==> src/pkg/tfs_pkg.sv <==
package tfs_pkg;
    // apb byte addresses
    localparam logic [11:0] TFS_ADDR_FMT      = 12'h000;
    localparam logic [11:0] TFS_ADDR_HALT     = 12'h004;
    localparam logic [11:0] TFS_ADDR_IRQ_STAT = 12'h008;
    localparam logic [11:0] TFS_ADDR_IRQ_EN   = 12'h00C;
    localparam logic [11:0] TFS_ADDR_IRQ_CLR  = 12'h010;
    localparam logic [11:0] TFS_ADDR_CHAN     = 12'h014;
    // format switch control fields
    localparam int TFS_BIT_SWE = 7;
    localparam int TFS_BIT_SEL = 6;
    localparam int TFS_BIT_IE  = 5;
    localparam int TFS_BIT_IF  = 4;
    // module halt fields
    localparam int TFS_BIT_HALT0 = 4;
    localparam int TFS_BIT_HALT1 = 3;
    // reset values and clear field read value
    localparam logic [7:0]  TFS_FMT_RST  = 8'h0F;
    localparam logic [15:0] TFS_HALT_RST = 16'h3FFF;
    localparam logic [3:0]  TFS_CLR_READ = 4'hF;
    // latch clear codes
    localparam logic [3:0] TFS_CLR_CH0  = 4'h5;
    localparam logic [3:0] TFS_CLR_CH1  = 4'h6;
    localparam logic [3:0] TFS_CLR_BOTH = 4'h7;
    // interrupt status bit positions
    localparam int TFS_EV_SWITCH = 0;
    localparam int TFS_EV_BADCLR = 1;
    localparam int TFS_NUM_EV    = 2;
endpackage

==> src/core/tfs_core.sv <==
module tfs_core
    import tfs_pkg::*;
(
    // apb
    input  wire logic        pclk,
    input  wire logic        presetn,
    input  wire logic        psel,
    input  wire logic        penable,
    input  wire logic        pwrite,
    input  wire logic [11:0] paddr,
    input  wire logic [31:0] pwdata,
    output logic      [31:0] prdata,
    output logic             pready,
    output logic             pslverr,
    // system state
    input  wire logic        hw_standby,
    // link
    input  wire logic        scl_in,
    input  wire logic        chan0_cycle_busy,
    input  wire logic        chan1_cycle_busy,
    // to channels
    output logic             chan0_formatless,
    output logic             chan0_latch_clear,
    output logic             chan1_latch_clear,
    output logic             chan0_stopped,
    output logic             chan1_stopped,
    // interrupts
    output logic             switch_irq,
    output logic             irq
);
    typedef struct packed {
        logic [2:0]            scl_sync;
        logic                  auto_switch_enable;
        logic                  sel;
        logic                  sel_seen0;
        logic                  ie;
        logic                  flag;
        logic                  flag_seen1;
        logic [15:0]           halt;
        logic                  latch_clear_b0;
        logic                  latch_clear_b1;
        logic                  stop0;
        logic                  stop1;
        logic [TFS_NUM_EV-1:0] ev_stat;
        logic [TFS_NUM_EV-1:0] ev_en;
        logic                  irq;
        logic                  sw_irq;
        logic [31:0]           rdata;
        logic                  ready;
        logic                  err;
    } tfs_state_s;

    tfs_state_s st_reg;
    tfs_state_s st_next;
    logic       wr;
    logic       rd;
    logic       scl_fall;
    logic [7:0] fmt_view;
    logic [3:0] code;
    logic       bad_code;
    logic [TFS_NUM_EV-1:0] ev_set;
    logic       auto_sw;
    logic       fmt_wr;

    ////////////////////////////////////////////////////////////////////
    always_comb begin
        st_next  = st_reg;
        wr       = psel && penable && pwrite && !st_reg.ready;
        rd       = psel && penable && !pwrite && !st_reg.ready;
        code     = pwdata[3:0];
        bad_code = 1'b0;
        ev_set   = '0;
        // scl passes two flops before the edge detector
        st_next.scl_sync = {st_reg.scl_sync[1:0], scl_in};
        scl_fall = st_reg.scl_sync[2] && !st_reg.scl_sync[1];
        fmt_view = {st_reg.auto_switch_enable, st_reg.sel, st_reg.ie, st_reg.flag,
                    TFS_CLR_READ};
        st_next.ready = 1'b0;
        st_next.err   = 1'b0;
        st_next.latch_clear_b0  = 1'b0;
        st_next.latch_clear_b1  = 1'b0;
        // reading latches the values that allow later writes
        if (rd && paddr == TFS_ADDR_FMT) begin
            st_next.sel_seen0  = !st_reg.sel;
            st_next.flag_seen1 = st_reg.flag;
        end
        if (wr) begin
            unique case (paddr)
                TFS_ADDR_FMT: begin
                    st_next.auto_switch_enable = pwdata[TFS_BIT_SWE];
                    st_next.ie  = pwdata[TFS_BIT_IE];
                    if (!pwdata[TFS_BIT_SEL]) begin
                        st_next.sel = 1'b0;
                    end else if (st_reg.sel_seen0) begin
                        st_next.sel = 1'b1;
                    end
                    if (!pwdata[TFS_BIT_IF] && st_reg.flag_seen1) begin
                        st_next.flag = 1'b0;
                    end
                    st_next.sel_seen0  = 1'b0;
                    st_next.flag_seen1 = 1'b0;
                    // code is acted on, never stored
                    unique case (code)
                        TFS_CLR_CH0:  st_next.latch_clear_b0 = 1'b1;
                        TFS_CLR_CH1:  st_next.latch_clear_b1 = 1'b1;
                        TFS_CLR_BOTH: begin
                            st_next.latch_clear_b0 = 1'b1;
                            st_next.latch_clear_b1 = 1'b1;
                        end
                        default:      bad_code = !code[3];
                    endcase
                end
                TFS_ADDR_HALT: st_next.halt = pwdata[15:0];
                TFS_ADDR_IRQ_EN: st_next.ev_en = pwdata[TFS_NUM_EV-1:0];
                TFS_ADDR_IRQ_CLR:
                    st_next.ev_stat = st_reg.ev_stat
                                      & ~pwdata[TFS_NUM_EV-1:0];
                TFS_ADDR_FMT + 12'h018, TFS_ADDR_IRQ_STAT,
                TFS_ADDR_CHAN: ;
                default: st_next.err = 1'b1;
            endcase
        end
        if (rd) begin
            unique case (paddr)
                TFS_ADDR_FMT:      st_next.rdata = {24'h0, fmt_view};
                TFS_ADDR_HALT:     st_next.rdata = {16'h0, st_reg.halt};
                TFS_ADDR_IRQ_STAT: st_next.rdata = {30'h0, st_reg.ev_stat};
                TFS_ADDR_IRQ_EN:   st_next.rdata = {30'h0, st_reg.ev_en};
                TFS_ADDR_IRQ_CLR:  st_next.rdata = 32'h0;
                TFS_ADDR_CHAN:     st_next.rdata = {28'h0, st_reg.stop1,
                                       st_reg.stop0, 1'b0, st_reg.sel};
                TFS_ADDR_FMT + 12'h018: st_next.rdata = 32'h0;
                default: begin
                    st_next.rdata = 32'h0;
                    st_next.err   = 1'b1;
                end
            endcase
        end
        if (psel && penable && !st_reg.ready) begin
            st_next.ready = 1'b1;
        end
        // auto switch; hardware set beats software clear
        if (scl_fall && st_reg.auto_switch_enable) begin
            st_next.sel  = 1'b0;
            st_next.flag = 1'b1;
            ev_set[TFS_EV_SWITCH] = 1'b1;
        end
        ev_set[TFS_EV_BADCLR] = bad_code;
        st_next.ev_stat = st_next.ev_stat | ev_set;
        // halt takes effect only once the bus cycle is over
        if (st_reg.halt[TFS_BIT_HALT0] && !chan0_cycle_busy) begin
            st_next.stop0 = 1'b1;
        end else if (!st_reg.halt[TFS_BIT_HALT0]) begin
            st_next.stop0 = 1'b0;
        end
        if (st_reg.halt[TFS_BIT_HALT1] && !chan1_cycle_busy) begin
            st_next.stop1 = 1'b1;
        end else if (!st_reg.halt[TFS_BIT_HALT1]) begin
            st_next.stop1 = 1'b0;
        end
        st_next.sw_irq = st_next.flag && st_next.ie;
        st_next.irq    = |(st_next.ev_stat & st_next.ev_en);
        // hardware standby forces the format and halt registers to their reset values and clears sw_irq
        if (hw_standby) begin
            st_next.auto_switch_enable        = TFS_FMT_RST[TFS_BIT_SWE];
            st_next.sel        = TFS_FMT_RST[TFS_BIT_SEL];
            st_next.ie         = TFS_FMT_RST[TFS_BIT_IE];
            st_next.flag       = TFS_FMT_RST[TFS_BIT_IF];
            st_next.sel_seen0  = 1'b0;
            st_next.flag_seen1 = 1'b0;
            st_next.halt       = TFS_HALT_RST;
            st_next.sw_irq     = 1'b0;
        end
    end

    ////////////////////////////////////////////////////////////////////
    always_ff @(posedge pclk or negedge presetn) begin
        if (!presetn) begin
            st_reg          <= '0;
            st_reg.scl_sync <= 3'b111;
            st_reg.auto_switch_enable      <= TFS_FMT_RST[TFS_BIT_SWE];
            st_reg.sel      <= TFS_FMT_RST[TFS_BIT_SEL];
            st_reg.ie       <= TFS_FMT_RST[TFS_BIT_IE];
            st_reg.flag     <= TFS_FMT_RST[TFS_BIT_IF];
            st_reg.halt     <= TFS_HALT_RST;
            st_reg.stop0    <= 1'b1;
            st_reg.stop1    <= 1'b1;
        end else begin
            st_reg <= st_next;
        end
    end

    assign prdata            = st_reg.rdata;
    assign pready            = st_reg.ready;
    assign pslverr           = st_reg.err;
    assign chan0_formatless  = st_reg.sel;
    assign chan0_latch_clear = st_reg.latch_clear_b0;
    assign chan1_latch_clear = st_reg.latch_clear_b1;
    assign chan0_stopped     = st_reg.stop0;
    assign chan1_stopped     = st_reg.stop1;
    assign switch_irq        = st_reg.sw_irq;
    assign irq               = st_reg.irq;

    ////////////////////////////////////////////////////////////////////
    // helpers shared by the checks below
    assign auto_sw = scl_fall && st_reg.auto_switch_enable && !hw_standby;
    assign fmt_wr  = wr && paddr == TFS_ADDR_FMT;
endmodule

==> config.mk <==
export PLATFORM = sky130hd
export DESIGN_NAME = tfs_core
export DESIGN_NICKNAME = d
export VERILOG_FILES = /design/src/pkg/tfs_pkg.sv /design/src/core/tfs_core.sv
export SDC_FILE = /design/constraint.sdc
export NUM_CORES = 1
export LEC_CHECK = 0
export ABC_AREA = 1
export BUFFER_PORTS_ARGS = -buffer_cell sky130_fd_sc_hd__buf_4
export CORE_UTILIZATION = 54
export DETAILED_ROUTE_END_ITERATION = 8
export PLACE_DENSITY = 0.85
export SYNTH_ARGS = -nofsm -noshare
export SYNTH_HDL_FRONTEND = slang
export SYNTH_SLANG_ARGS = --single-unit
==> constraint.sdc <==
create_clock -name pclk -period 3.45 [get_ports pclk]
set_input_delay 0.1725 -clock pclk [delete_from_list [all_inputs] [get_ports pclk]]
set_output_delay 0.1725 -clock pclk [all_outputs]
set_load 0.02 [all_outputs]
==> flow_summary.ini <==
[status]
status = complete, no violations

[synth]
ys_seq_area_share_pct = 50.7
yosys_warnings = 0
yosysTopAreaCell = dfrtp_1
avgSynthCellArea_um2 = 9.16
synthTopCellsByArea = dfrtp_1 32%, dfstp_2 19%, nand2_1 9.9%
yosys.cell_types.count = 35
netlist_area_mm2 = 0.00267
synthCells = 291
synth_top_area_share_pct = 31.9
postSynthRegisterBits = 53

[finish]
layout_commonest_cell = nand2_1
fillers = 386
post-route-util_pct = 65.9
num_antenna_cells = 0
area_growth_pct = 16.9
nNetsFinal = 392
largest_reg_flops = 23
drive_above_1_share_pct = 32.9
final_cell_mix = 70 x nand2_1, 61 x buf_4, 34 x dfrtp_1

[place]
pre_cts_ws_ns = 1.79
port_buffers = 61
gp_congestion = 0.829
place_hpwl_mm = 3.72

[sta]
setup_viol = 0
setup_ws_ns = 1.79
timing.final.crit_period_ns = 1.66
rsz0062_at_grt = false
hold_viol = 0
holdWs_ns = 0.0549
finalClockSkew_ns = 0.0116
slew_headroom_pct = 57.6
tns_ns = 0
drv_slew = 0
tightest_slew_ns = 0.636
finalCritPeriodShare_pct = 48.1
timing.fmax_mhz = 603

[clocking]
numCtsBuffers = 5
clock_sinks = 53
cts_root_buf = clkbuf_8
post_cts_buffers = 0
cts_tree = yes
clock_latency_ns = 0.32
clk_path_buf_depth = 2
htree_levels = 2
clkTransAtPathRegs_ns = 0.11

[setup_path]
crit_chain = nand3b_4 -> nor2_4 -> inv_2 -> nor2_2 -> nand2_1 -> o211ai_1
path_class = reg2reg
critPathRequiredTime_ns = 3.68
worstPathArrival_ns = 1.89
worst-path-stages = 6
slowest_delay_ns = 0.42
slowest_stage = nor2_2
crit_buf_inv = 1
critPathMaxFanout = 17
r2r_cells = 6
start_kind = flip-flop
cp_top_family = simple AND/OR/NAND/NOR gates
worst_setup_path_end_kind = flip-flop

[route]
firstDrtPassIters = 4
ant_nets = 0
drtIter0Drc = 92
finalWirelength_mm = 5.07
remaining_drc_errors = 0
wl_per_cell_um = 12.5
vias = 1996
via_per_inst = 4.90

[die]
die_area_mm2 = 0.00522
start_util_pct = 56.4
core_region_area_mm2 = 0.00472
io_pins = 94
die_h_um = 72.3
die_w_um = 72.3
std_cell_rows = 25

[power]
peakVddDrop_mv = 0.249
power_density_mw_per_mm2 = 359
p_leak_nw = 1.63
power.total_mw = 1.12

[global_route]
grt_pass1_wl_mm = 8.65
grt_max_degree = 54
grt_overflow = 0
grt_pass1_vias = 1904
antenna_found_initial = 0
grtUsageTotal_pct = 21.4

[run]
drv_cap = 0

[worst_hold_path]
hold_class = in2reg
hold_depth = 3
path summary, 6_finish.rpt:
path | start | endpoint | slack (ns)
worst min register to register | st_next[67]$_DFF_PN1_ | st_next[68]$_DFF_PN1_ | 0.36
worst max register to register | pready$_DFF_PN0_ | prdata[5]$_DFFE_PN0N_ | 1.79
worst min-delay path | pwdata[11] | st_reg[55]$_DFFE_PN1P_ | 0.05
max in group asynchronous | presetn | st_reg[38]$_DFF_PN0_ | 2.60
worst max-delay path | pready$_DFF_PN0_ | prdata[5]$_DFFE_PN0N_ | 1.79
min in group asynchronous | presetn | prdata[13]$_DFFE_PN0N_ | 0.42
synth_stat cells (all sizes together):
cell,count
o211ai,7
conb,1
o21ai,11
nor3,1
and3,1
nand4,5
nand3,25
a21boi,1
nor4,1
nand2,74
dfrtp,34
a21oi,9
clkinv,4
clkbuf,2
dfstp,19
buf,37
nor2,26
a22o,8
nand3b,2
inv,23
timing repair:
action,in CTS,in global routing
hold buffers,4,0
endpoints found under the hold margin,37,0
gates resized for setup,0,0
report_power, final:
part / switching [mW] / internal [mW] / total [mW]
registers: 0.00416 / 0.635 / 0.639
clock network: 0.216 / 0.148 / 0.364
logic: 0.0712 / 0.0436 / 0.115
total: 0.291 / 0.826 / 1.12
cell type report:
cell class | instances | area [µm²] | share of cell area (%)
flip-flops and latches | 53 | 1350 | 43.4
multi-input cells | 187 | 983 | 31.6
repair buffers | 65 | 498 | 16.0
inverters | 27 | 104 | 3.33
well taps | 67 | 83.8 | 2.69
clock buffers | 5 | 68.8 | 2.21
clock inverters | 3 | 26.3 | 0.844
metal layers:
| metal | track usage, % | part of all wire, % |
|---|---|---|
| met3 | 4.72 | 5.4 |
| met4 | 4.58 | 0.93 |
| met2 | 35.5 | 49 |
| met1 | 28.9 | 45 |
| met5 | 0 | 0 |
stage by stage:
step	instance area, µm²	instances
4_1_cts	3110	407
3_5_place_dp	2980	395
6_report	3110	407
5_1_grt	3110	407
3_3_place_gp	2980	395
2_1_floorplan	2720	306
cell families (layout without fill, tap and decap cells):
group,Yosys count,in the layout,synth area share (%)
compound gates,36,36,8.97
buf+inv,66,100,14.6
flops,53,53,50.7
other cells,1,16,0.141
simple gates,135,135,25.7
tightest hold or removal path, cell delays in order:
cell and delay, ns:
buf_4 0.08, nand2_1 0.04, nand3_1 0.06
No activity file was read; power rests on OpenSTA's default activity.
